`src/inc/aspt_pkg.sv`:
```
// Purpose: Shared constants and carriers of the async memory phase sequencer
// Assumes: One system clock; phase counts are in phase units, the wait limit in blocks
// Notes:   Bus widths follow the external memory pins
package aspt_pkg;
   // ***************************************************************
   // Widths and constants
   // ***************************************************************
   localparam int CNT_W = 8;            // Width of each phase count
   localparam int ADDR_W = 21;          // Word address lines
   localparam int BANK_W = 2;           // Bank address lines
   localparam int DATA_W = 16;          // Data lines
   localparam int CS_N = 4;             // Chip selects 5 down to 2
   localparam int CS_SEL_W = 2;         // Index of one chip select
   localparam int BLK_W = 9;            // Wait blocks, up to 256
   localparam int STAT_W = 16;          // Interface status word
   localparam int RATE_BIT = 14;        // Half-rate flag in status word
   localparam logic [15:0] STATUS_ADDR = 16'h1001; // Status word address
   localparam logic [4:0] WAIT_UNIT = 5'h10;       // Phase units per block
   localparam logic [3:0] WAIT_RELEASE = 4'h4;     // Units after wait drops
   localparam logic [BLK_W-1:0] WAIT_BLK_MAX = 9'h100; // Most blocks, 256
   localparam logic [CNT_W-1:0] CNT_ZERO = 8'h00;
   localparam logic [CNT_W-1:0] CNT_ONE = 8'h01;

   // ***************************************************************
   // Carriers
   // ***************************************************************
   // Programmable phase counts in phase units; max_wait_limit in 16-unit wait blocks
   typedef struct packed {
      logic [CNT_W-1:0] bus_turnaround_cycles;
      logic [CNT_W-1:0] read_setup_cycles;
      logic [CNT_W-1:0] read_strobe_cycles;
      logic [CNT_W-1:0] read_hold_cycles;
      logic [CNT_W-1:0] write_setup_cycles;
      logic [CNT_W-1:0] write_strobe_cycles;
      logic [CNT_W-1:0] write_hold_cycles;
      logic [CNT_W-1:0] max_wait_limit;
   } aspt_cfg_t;

   // One access request from the user side
   typedef struct packed {
      logic write;
      logic [CS_SEL_W-1:0] cs_sel;
      logic [BANK_W-1:0] bank;
      logic [ADDR_W-1:0] addr;
      logic [DATA_W-1:0] wdata;
   } aspt_req_t;
endpackage : aspt_pkg

```
`src/aspt_phase_tick.sv`:
```
// Purpose: Phase-unit enable: every clock, or every second clock
// Assumes: half_rate_in is quasi-static
// Notes:   The enable is a one-cycle pulse in half rate and held high in full rate, never a derived clock
`timescale 1ns/100ps
module aspt_phase_tick (
   input wire logic ref_clk_in,
   input wire logic arst_n_in,
   input wire logic half_rate_in,
   output logic tick_out
);
   logic phase;

   // Toggle divider; in full rate every edge is a phase unit
   always_ff @(posedge ref_clk_in or negedge arst_n_in) begin
      if (!arst_n_in) begin
         phase <= 1'b0;
      end else begin
         phase <= half_rate_in ? ~phase : 1'b0;
      end
   end

   assign tick_out = !half_rate_in || phase;

   // ***************************************************************
   // Checks
   // ***************************************************************
   chk_half_rate_gap: assert property (@(posedge ref_clk_in)
      disable iff (!arst_n_in)
      (half_rate_in && $past(half_rate_in) && tick_out) ##1 half_rate_in
         |-> !tick_out)
      else $error("half rate tick not spaced by two clocks");
endmodule : aspt_phase_tick

```
`src/aspt_wait_track.sv`:
```
// Purpose: Extended wait tracking: 16-unit blocks, release and timeout
// Assumes: Wait input is synchronous; started on the last strobe unit
// Notes:   Counts one block at start, one more every 16 phase units while wait is held
`timescale 1ns/100ps
module aspt_wait_track #(
   parameter int RELEASE_UNITS = 4
) (
   input wire logic ref_clk_in,
   input wire logic arst_n_in,
   input wire logic tick_in,
   input wire logic start_in,
   input wire logic active_in,
   input wire logic wait_in,
   input wire logic [aspt_pkg::CNT_W-1:0] max_wait_in,
   output logic done_out,
   output logic timeout_out,
   output logic [aspt_pkg::BLK_W-1:0] blocks_out
);
   logic [4:0] unit;
   logic [3:0] rel;
   logic releasing;
   logic block_end;

   // The release count loads as units minus two; below two it would wrap
   if (RELEASE_UNITS < 2 || RELEASE_UNITS > 15) begin : g_bad_release
      $error("RELEASE_UNITS out of range");
   end

   assign block_end = active_in && tick_in &&
                      (unit == aspt_pkg::WAIT_UNIT - 5'h01);
   // A limit of zero ends the wait at the first block boundary
   assign timeout_out = block_end && !done_out &&
                        (blocks_out >= {1'b0, max_wait_in});
   assign done_out = active_in && tick_in && releasing && (rel == 4'h0);

   // Unit and block counting, each block is 16 phase units
   always_ff @(posedge ref_clk_in or negedge arst_n_in) begin
      if (!arst_n_in) begin
         unit <= 5'h00;
         blocks_out <= '0;
      end else if (start_in) begin
         unit <= 5'h00;
         blocks_out <= 9'h001;
      end else if (active_in && tick_in) begin
         unit <= block_end ? 5'h00 : unit + 5'h01;
         if (block_end && wait_in && blocks_out != aspt_pkg::WAIT_BLK_MAX)
            blocks_out <= blocks_out + 9'h001;
      end
   end

   // Release: strobe ends a fixed number of units after wait drops
   always_ff @(posedge ref_clk_in or negedge arst_n_in) begin
      if (!arst_n_in) begin
         releasing <= 1'b0;
         rel <= 4'h0;
      end else if (start_in) begin
         releasing <= 1'b0;
      end else if (active_in && tick_in) begin
         if (!releasing && !wait_in) begin
            releasing <= 1'b1;
            rel <= 4'(RELEASE_UNITS - 2);
         end else if (releasing && rel != 4'h0) begin
            rel <= rel - 4'h1;
         end
      end
   end
endmodule : aspt_wait_track

```
`src/aspt_core.sv`:
```
// Purpose: Phase sequencer for async SRAM / NOR memory accesses
// Assumes: Config, mode and request inputs synchronous to ref_clk_in
// Notes:   All pin outputs lag the state by one clock, equally
`timescale 1ns/100ps
module aspt_core (
   input wire logic ref_clk_in,
   input wire logic arst_n_in,
   input wire aspt_pkg::aspt_cfg_t cfg_in,
   input wire logic half_rate_in,
   input wire logic extended_wait_enable_in,
   input wire logic sel_strobe_in,
   input wire logic req_valid_in,
   input wire aspt_pkg::aspt_req_t req_in,
   output logic req_ready_out,
   output logic [aspt_pkg::DATA_W-1:0] rd_data_out,
   output logic rd_valid_out,
   output logic wr_done_out,
   output logic busy_out,
   output logic wait_timeout_out,
   output logic [aspt_pkg::BLK_W-1:0] requested_wait_count_out,
   output logic [aspt_pkg::STAT_W-1:0] if_status_out,
   output logic [aspt_pkg::CS_N-1:0] mem_chip_sel_n_out,
   output logic mem_out_en_n_out,
   output logic mem_wr_en_n_out,
   output logic [aspt_pkg::ADDR_W-1:0] mem_addr_out,
   output logic [aspt_pkg::BANK_W-1:0] mem_bank_addr_out,
   output logic [aspt_pkg::DATA_W-1:0] mem_data_out,
   output logic mem_data_oe_n_out,
   input wire logic [aspt_pkg::DATA_W-1:0] mem_data_in,
   input wire logic mem_wait_in
);
   typedef enum logic [2:0] {
      S_IDLE, S_SETUP, S_STROBE, S_EXTEND, S_HOLD, S_TURN
   } aspt_state_t;

   aspt_state_t state;
   aspt_pkg::aspt_req_t req;
   logic [aspt_pkg::CNT_W-1:0] cnt;
   logic pend;
   logic tick;
   logic accept;
   logic wait_seen;
   logic wt_start;
   logic wt_done;
   logic wt_timeout;
   logic [aspt_pkg::BLK_W-1:0] wt_blocks;
   logic strobe_end;
   logic leave_strobe;
   logic strobe_on;
   logic phase_on;
   logic cs_on;
   logic [aspt_pkg::CNT_W-1:0] setup_m1;
   logic [aspt_pkg::CNT_W-1:0] strobe_m1;
   logic [aspt_pkg::CNT_W-1:0] hold_m1;
   logic [aspt_pkg::CNT_W-1:0] turn_m1;
   logic [aspt_pkg::CNT_W-1:0] strobe_units;

   // A zero count would leave no unit for the pins to settle, so it
   // acts as one unit; each phase then lasts cnt+1 ticks after load
   function automatic logic [aspt_pkg::CNT_W-1:0] cnt_load(
      input logic [aspt_pkg::CNT_W-1:0] v);
      cnt_load = (v == aspt_pkg::CNT_ZERO) ? aspt_pkg::CNT_ZERO :
                 v - aspt_pkg::CNT_ONE;
   endfunction : cnt_load

   // ***************************************************************
   // Phase-unit enable and wait tracking
   // ***************************************************************
   aspt_phase_tick u_tick (
      .ref_clk_in(ref_clk_in),
      .arst_n_in(arst_n_in),
      .half_rate_in(half_rate_in),
      .tick_out(tick)
   );

   aspt_wait_track #(
      .RELEASE_UNITS(int'(aspt_pkg::WAIT_RELEASE))
   ) u_wait (
      .ref_clk_in(ref_clk_in),
      .arst_n_in(arst_n_in),
      .tick_in(tick),
      .start_in(wt_start),
      .active_in(state == S_EXTEND),
      .wait_in(wait_seen),
      .max_wait_in(cfg_in.max_wait_limit),
      .done_out(wt_done),
      .timeout_out(wt_timeout),
      .blocks_out(wt_blocks)
   );

   // ***************************************************************
   // Phase counts for the access in flight
   // ***************************************************************
   // Read and write counts are selected per access direction
   always_comb begin
      if (req.write) begin
         setup_m1 = cnt_load(cfg_in.write_setup_cycles);
         strobe_m1 = cnt_load(cfg_in.write_strobe_cycles);
         hold_m1 = cnt_load(cfg_in.write_hold_cycles);
      end else begin
         setup_m1 = cnt_load(cfg_in.read_setup_cycles);
         strobe_m1 = cnt_load(cfg_in.read_strobe_cycles);
         hold_m1 = cnt_load(cfg_in.read_hold_cycles);
      end
      turn_m1 = cnt_load(cfg_in.bus_turnaround_cycles);
   end

   // Wait is masked when extended wait is off
   assign wait_seen = extended_wait_enable_in && mem_wait_in;
   assign strobe_end = tick && (state == S_STROBE) &&
                       (cnt == aspt_pkg::CNT_ZERO);
   assign wt_start = strobe_end && wait_seen;
   assign leave_strobe = (strobe_end && !wait_seen) ||
                         (state == S_EXTEND && (wt_done || wt_timeout));
   assign accept = req_valid_in && req_ready_out;

   // ***************************************************************
   // Request intake
   // ***************************************************************
   // One request is latched; ready drops until the sequencer is idle
   always_ff @(posedge ref_clk_in or negedge arst_n_in) begin
      if (!arst_n_in) begin
         req <= '0;
         pend <= 1'b0;
         req_ready_out <= 1'b1;
      end else begin
         if (accept) begin
            req <= req_in;
            pend <= 1'b1;
            req_ready_out <= 1'b0;
         end else begin
            if (tick && state == S_IDLE)
               pend <= 1'b0;
            if (state == S_IDLE && !pend)
               req_ready_out <= 1'b1;
         end
      end
   end

   // ***************************************************************
   // Phase sequencer
   // ***************************************************************
   // Moves only on phase-unit ticks, so half rate doubles every phase
   always_ff @(posedge ref_clk_in or negedge arst_n_in) begin
      if (!arst_n_in) begin
         state <= S_IDLE;
         cnt <= '0;
      end else if (tick) begin
         unique case (state)
            S_IDLE: begin
               if (pend) begin
                  state <= S_SETUP;
                  cnt <= setup_m1;
               end
            end
            S_SETUP: begin
               if (cnt == aspt_pkg::CNT_ZERO) begin
                  state <= S_STROBE;
                  cnt <= strobe_m1;
               end else begin
                  cnt <= cnt - aspt_pkg::CNT_ONE;
               end
            end
            S_STROBE: begin
               if (cnt != aspt_pkg::CNT_ZERO) begin
                  cnt <= cnt - aspt_pkg::CNT_ONE;
               end else if (wait_seen) begin
                  state <= S_EXTEND;
               end else begin
                  state <= S_HOLD;
                  cnt <= hold_m1;
               end
            end
            S_EXTEND: begin
               // Timeout takes the same exit as a released wait
               if (wt_done || wt_timeout) begin
                  state <= S_HOLD;
                  cnt <= hold_m1;
               end
            end
            S_HOLD: begin
               if (cnt == aspt_pkg::CNT_ZERO) begin
                  state <= S_TURN;
                  cnt <= turn_m1;
               end else begin
                  cnt <= cnt - aspt_pkg::CNT_ONE;
               end
            end
            S_TURN: begin
               if (cnt == aspt_pkg::CNT_ZERO)
                  state <= S_IDLE;
               else
                  cnt <= cnt - aspt_pkg::CNT_ONE;
            end
         endcase
      end
   end

   // ***************************************************************
   // Pin drive
   // ***************************************************************
   assign strobe_on = (state == S_STROBE) || (state == S_EXTEND);
   assign phase_on = (state == S_SETUP) || strobe_on || (state == S_HOLD);
   assign cs_on = sel_strobe_in ? strobe_on : phase_on;

   // Strobes and select are registered from state, so all pins share
   // one clock of latency and relative phase lengths stay exact
   always_ff @(posedge ref_clk_in or negedge arst_n_in) begin
      if (!arst_n_in) begin
         mem_out_en_n_out <= 1'b1;
         mem_wr_en_n_out <= 1'b1;
      end else begin
         mem_out_en_n_out <= !(strobe_on && !req.write);
         mem_wr_en_n_out <= !(strobe_on && req.write);
      end
   end

   // One select per chip; only the addressed one drops
   for (genvar i = 0; i < aspt_pkg::CS_N; i++) begin : g_cs
      always_ff @(posedge ref_clk_in or negedge arst_n_in) begin
         if (!arst_n_in)
            mem_chip_sel_n_out[i] <= 1'b1;
         else
            mem_chip_sel_n_out[i] <= !(cs_on &&
               req.cs_sel == aspt_pkg::CS_SEL_W'(i));
      end
   end

   // Address, bank and data stand through setup, strobe and hold; the
   // address keeps its last value afterwards to spare pin toggling
   always_ff @(posedge ref_clk_in or negedge arst_n_in) begin
      if (!arst_n_in) begin
         mem_addr_out <= '0;
         mem_bank_addr_out <= '0;
         mem_data_out <= '0;
         mem_data_oe_n_out <= 1'b1;
      end else begin
         if (phase_on) begin
            mem_addr_out <= req.addr;
            mem_bank_addr_out <= req.bank;
            mem_data_out <= req.wdata;
         end
         mem_data_oe_n_out <= !(phase_on && req.write);
      end
   end

   // ***************************************************************
   // User-side results and status
   // ***************************************************************
   // Read data is taken on the last strobe unit, output-enable still low
   always_ff @(posedge ref_clk_in or negedge arst_n_in) begin
      if (!arst_n_in) begin
         rd_data_out <= '0;
         rd_valid_out <= 1'b0;
         wr_done_out <= 1'b0;
      end else begin
         rd_valid_out <= tick && leave_strobe && !req.write;
         wr_done_out <= tick && leave_strobe && req.write;
         if (tick && leave_strobe && !req.write)
            rd_data_out <= mem_data_in;
      end
   end

   // Timeout flag lives until the next access; a new timeout wins
   always_ff @(posedge ref_clk_in or negedge arst_n_in) begin
      if (!arst_n_in) begin
         wait_timeout_out <= 1'b0;
         requested_wait_count_out <= '0;
         busy_out <= 1'b0;
         if_status_out <= '0;
      end else begin
         if (wt_timeout && state == S_EXTEND)
            wait_timeout_out <= 1'b1;
         else if (accept)
            wait_timeout_out <= 1'b0;
         if (wt_start)
            requested_wait_count_out <= '0;
         else if (state == S_EXTEND)
            requested_wait_count_out <= wt_blocks;
         busy_out <= (state != S_IDLE) || pend;
         if_status_out <= '0;
         if_status_out[aspt_pkg::RATE_BIT] <= half_rate_in;
      end
   end

   // Strobe phase unit counter, read only by the checks below
   always_ff @(posedge ref_clk_in or negedge arst_n_in) begin
      if (!arst_n_in)
         strobe_units <= '0;
      else if (state != S_STROBE)
         strobe_units <= '0;
      else if (tick)
         strobe_units <= strobe_units + aspt_pkg::CNT_ONE;
   end

   // ***************************************************************
   // Checks
   // ***************************************************************
   chk_status_rate: assert property (@(posedge ref_clk_in)
      disable iff (!arst_n_in)
      $stable(half_rate_in) |->
         if_status_out[aspt_pkg::RATE_BIT] == half_rate_in)
      else $error("status rate bit disagrees with mode");

   chk_turn_follows: assert property (@(posedge ref_clk_in)
      disable iff (!arst_n_in)
      (tick && state == S_HOLD && cnt == aspt_pkg::CNT_ZERO)
         |=> state == S_TURN && cnt == $past(turn_m1))
      else $error("no turnaround after hold");

   chk_strobe_length: assert property (@(posedge ref_clk_in)
      disable iff (!arst_n_in)
      (strobe_end && !wait_seen) |->
         strobe_units == strobe_m1)
      else $error("strobe phase unit count wrong");

   chk_wait_ignored: assert property (@(posedge ref_clk_in)
      disable iff (!arst_n_in)
      (strobe_end && !extended_wait_enable_in) |=> state == S_HOLD)
      else $error("wait honoured with extended wait off");

   chk_cs_with_strobe: assert property (@(posedge ref_clk_in)
      disable iff (!arst_n_in)
      (sel_strobe_in && $past(sel_strobe_in)) |->
         ((&mem_chip_sel_n_out) ==
          (mem_out_en_n_out && mem_wr_en_n_out)))
      else $error("chip select not aligned with strobe");

   chk_data_driven: assert property (@(posedge ref_clk_in)
      disable iff (!arst_n_in)
      (!mem_wr_en_n_out) |-> !mem_data_oe_n_out ##1
         (!mem_data_oe_n_out || mem_wr_en_n_out))
      else $error("write data released during write strobe");

   chk_wait_release: assert property (@(posedge ref_clk_in)
      disable iff (!arst_n_in)
      (state == S_EXTEND && tick && !wait_seen && $past(wait_seen))
         |-> ##[1:10] state == S_HOLD)
      else $error("strobe not released after wait dropped");

   chk_timeout_hold: assert property (@(posedge ref_clk_in)
      disable iff (!arst_n_in)
      (state == S_EXTEND && wt_timeout) |=>
         state == S_HOLD ##1 wait_timeout_out)
      else $error("timeout did not end strobe into hold");

   chk_strobes_apart: assert property (@(posedge ref_clk_in)
      disable iff (!arst_n_in)
      !(!mem_out_en_n_out && !mem_wr_en_n_out))
      else $error("read and write strobes both low");
endmodule : aspt_core

```
`config.mk`:
```
export PLATFORM = sky130hd
export DESIGN_NAME = aspt_core
export DESIGN_NICKNAME = d
export VERILOG_FILES = /design/src/inc/aspt_pkg.sv /design/src/aspt_phase_tick.sv /design/src/aspt_wait_track.sv /design/src/aspt_core.sv
export SDC_FILE = /design/constraint.sdc
export NUM_CORES = 1
export LEC_CHECK = 0
export ABC_AREA = 1
export BUFFER_PORTS_ARGS = -buffer_cell sky130_fd_sc_hd__buf_2
export CAP_MARGIN = 10
export CORE_ASPECT_RATIO = 0.6
export CORE_MARGIN = 2
export CORE_UTILIZATION = 48
export CTS_CLUSTER_DIAMETER = 80
export DETAILED_ROUTE_END_ITERATION = 6
export PLACE_DENSITY = 0.77
export SYNTH_ARGS = -nofsm -noshare
export SYNTH_HDL_FRONTEND = slang
export SYNTH_SLANG_ARGS = --single-unit
```
`constraint.sdc`:
```
create_clock -name ref_clk_in -period 1.61 [get_ports ref_clk_in]
set_input_delay 0 -clock ref_clk_in [delete_from_list [all_inputs] [get_ports ref_clk_in]]
set_output_delay 0 -clock ref_clk_in [all_outputs]
set_load 0.1 [all_outputs]
```
==> results.sh <==
export IMPL_drtIter0Drc=743
export IMPL_async_flop_share_pct=100
export IMPL_syn_to_final_growth_pct=48.6
export IMPL_path_class="reg2reg"
export IMPL_cp_arrival_ns=2.19
export IMPL_power_density_nw_per_um2=2260
export IMPL_nets=1596
export IMPL_ioPinCount=221
export IMPL_cts_htree_levels=4
export IMPL_p_leak_uw=0.00666
export IMPL_clockBufferDepth=2
export IMPL_grt_pass1_vias=8327
export IMPL_end_kind="flip-flop"
export IMPL_fmax_mhz=531
export IMPL_wl_mm=26.7
export IMPL_worstMarginPinSlew_ns=0.524
export IMPL_drt_pass1_iter_count=5
export IMPL_vdd_drop_max_mv=2.13
export IMPL_max_stage_delay_ns=0.41
export IMPL_hold_path_class="in2reg"
export IMPL_dp_hpwl_mm=17.3
export IMPL_final_cells=1690
export IMPL_ys_types=40
export IMPL_antennaDiodeCount=0
export IMPL_dieWidth_um=174
export IMPL_p_clk_share_pct=14.9
export IMPL_placed_cell_area_sq_um=10400
export IMPL_syn_avg_cell_area_sq_um=7.86
export IMPL_fill_cells=1217
export IMPL_switchingPower_uw=14700
export IMPL_clock_skew_ns=0.0131
export IMPL_coreArea_sq_um=17100
export IMPL_post_route_period_util_pct=117
export IMPL_critPathMaxFanout=6
export IMPL_design_area_sq_um=12400
export IMPL_initial_core_util_pct=48.9
export IMPL_clock_latency_ns=0.41
export IMPL_intPower_uw=13400
export IMPL_start_kind="flip-flop"
export IMPL_hold_slack_ns=0.0492
export IMPL_cp_top_family="simple AND/OR/NAND/NOR gates"
export IMPL_grt_antenna_before_repair=0
export IMPL_timing_slew_headroom_pct=65.3
export IMPL_violations="negative setup slack"
export IMPL_synth_edf_count=0
export IMPL_vias=8603
export IMPL_worstPathRequired_ns=1.91
export IMPL_dp_slack_ns=-0.285
export IMPL_seqPwrFrac_pct=23.6
export IMPL_synth_area_sq_um=8350
export IMPL_maxSlewViolCount=0
export IMPL_hold_start="cfg_in[56]"
export IMPL_grt_pass1_wl_mm=40.9
export IMPL_rows=37
export IMPL_cp_startpoint="u_wait.blocks_out[6]"
export IMPL_cts_sinks=151
export IMPL_rsz0062_at_grt="yes"
export IMPL_hold_violations=0
export IMPL_p_comb_share_pct=61.5
export IMPL_clk_pin_slew_ns=0.07
export IMPL_finalCriticalPeriod_ns=1.88
export IMPL_drt_drc_violations_left=0
export IMPL_dp_cells=1577
export IMPL_worst_slack_ns=-0.273
export IMPL_grt_ovfl_total=0
export IMPL_grt_max_degree=44
export IMPL_swShare_pct=52.4
export IMPL_setup_violations=71
export IMPL_seq_area_frac_synth_pct=45.4
export IMPL_synth_flop_cell="dfrtp_1"
export IMPL_port_buffers=205
export IMPL_ant_nets=0
export IMPL_cp_slowest_cell="dfrtp_1"
export IMPL_dieArea_sq_um=18500
export IMPL_crit_chain="ha_4 -> nand2_1 -> nor2_2 -> nand3_1 -> nand4_1 -> nand2_2 -> nand2_4 -> nand3_4 -> buf_6 -> nand2_2 -> nand2_1"
export IMPL_grtUsageTotal_pct=27.5
export IMPL_via_per_inst=5.09
export IMPL_cts_tree="yes"
export IMPL_gp_congestion=0.908
export IMPL_synth_seq_cells=151
export IMPL_run_status="finished, violations left"
export IMPL_wire_per_inst_um=15.8
export IMPL_synthCells=1062
export IMPL_final_common_cell="nand2_1"
export IMPL_yosysWarnings=0
export IMPL_layout_drive_gt1_share_pct=34.7
export IMPL_crit_buf_inv=1
export IMPL_cts_root_buf="clkbuf_16"
export IMPL_numCtsBuffers=17
export IMPL_drv_cap=0
export IMPL_worstReg2RegStart="u_wait.blocks_out[6]"
export IMPL_die_height_um=106
export IMPL_layout_common_cells="nand2_1 (338), buf_2 (204), dfrtp_1 (140)"
flip-flops by register name (all words and copies together) (netlist names), 5 cells and up:
signal,flops
req,42
mem_data_out,16
requested_wait_count_out,9
u_wait.unit,5
mem_addr_out,21
u_wait.blocks_out,9
cnt,8
rd_data_out,16
routing by layer:
layer,vias to the layer above,track usage [%],share of wire (%),routed length [um]
li1,4106,-,-,-
met1,4086,39.3,45,12000
met2,360,42.8,46,12300
met3,51,4.69,7.1,1910
met4,0,9.18,1.8,493
met5,-,0,0,0
cell usage after synthesis (2+ instances only):
cell / n / share of area [%]
nand2_1: 361 / 16
dfrtp_1: 143 / 43
inv_1: 110 / 4.9
nor2_1: 104 / 4.7
nand3_1: 74 / 4.4
mux2_2: 39 / 5.3
o21ai_0: 37 / 2.2
xor2_1: 31 / 3.3
ha_1: 24 / 3.6
a21oi_1: 23 / 1.4
buf_4: 21 / 1.9
nand4_1: 19 / 1.4
nor3_1: 11 / 0.66
clkbuf_1: 9 / 0.40
dfstp_2: 8 / 2.5
xnor2_1: 5 / 0.52
buf_2: 4 / 0.24
inv_2: 4 / 0.18
or2_2: 4 / 0.30
o211ai_1: 3 / 0.27
o21bai_1: 3 / 0.27
a31oi_1: 2 / 0.15
clkinv_1: 2 / 0.090
nand3b_1: 2 / 0.18
nor2_2: 2 / 0.15
nor2_4: 2 / 0.27
o21ai_1: 2 / 0.12
cell type report:
type	count	area, sq um	share of cell area [%]
Clock buffer	18	439	3.54
Timing Repair Buffer	382	2750	22.1
Multi-Input combinational cell	773	4480	36.1
Clock inverter	14	181	1.46
Inverter	117	457	3.68
Tap cell	234	293	2.36
Sequential cell	151	3800	30.6
Timing Repair inverter	1	11.3	0.0908
kinds of logic (layout without fill, tap and decap cells):
group | after synthesis | after routing | synth area share [%]
AO/OA/AOI/OAI | 75 | 75 | 5.02
XOR/XNOR | 36 | 36 | 3.78
adder cells (fa/ha/maj) | 24 | 24 | 3.60
buffers and inverters | 152 | 532 | 7.96
flip-flops | 151 | 151 | 45.4
multiplexers | 39 | 39 | 5.26
other | 1 | 15 | 0.0449
AND/OR/NAND/NOR | 584 | 584 | 28.9
tightest hold or removal path, cell delays in order:
cell and delay, ns:
buf_2 0.09, nor2_1 0.04, nor2_1 0.09, nand3_1 0.07
nand2_1 0.06, o21ai_1 0.06
power groups by stage:
stage	Clock (uW)	Sequential (uW)	Combinational [uW]
after floorplan	0	12400	5230
after global placement	0	6390	14700
after detailed placement	0	6460	15000
after CTS	4200	6450	16000
after global routing	4400	6820	18200
final	4180	6640	17300
through the flow:
step,TNS (ns),util (%),total power (uW)
3_5_place_dp,-9.61,60.7,21400
2_1_floorplan,-1.67,-,17600
3_3_place_gp,-6.78,60.7,21100
4_1_cts,-6.15,69.6,26600
6_report,-7.61,72.6,28100
5_1_grt,-13.32,72.6,29400
repair_timing:
| action | 4_1_cts | 5_1_grt |
|---|---|---|
| endpoints found under the hold margin | 207 | 0 |
| hold buffers | 61 | 0 |
| pin swaps | 15 | 33 |
| gates cloned | 5 | 1 |
| setup buffers | 5 | 14 |
| setup endpoints to repair | 92 | 98 |
| gates resized for setup | 51 | 123 |
path summary, 6_finish.rpt:
| path | endpoint | slack [ns] | depth (start not counted) |
|---|---|---|---|
| max in group asynchronous | mem_chip_sel_n_out[2] | 0.90 | 3 |
| worst max-delay path | cnt[7] | -0.27 | 11 |
| worst min register to register | mem_chip_sel_n_out[3] | 0.44 | 1 |
| min in group asynchronous | u_wait.blocks_out[6] | 0.07 | 2 |
| worst max register to register | cnt[7] | -0.27 | 11 |
| worst min-delay path | cnt[0] | 0.05 | 6 |
Power figures use the tool's default switching activity.
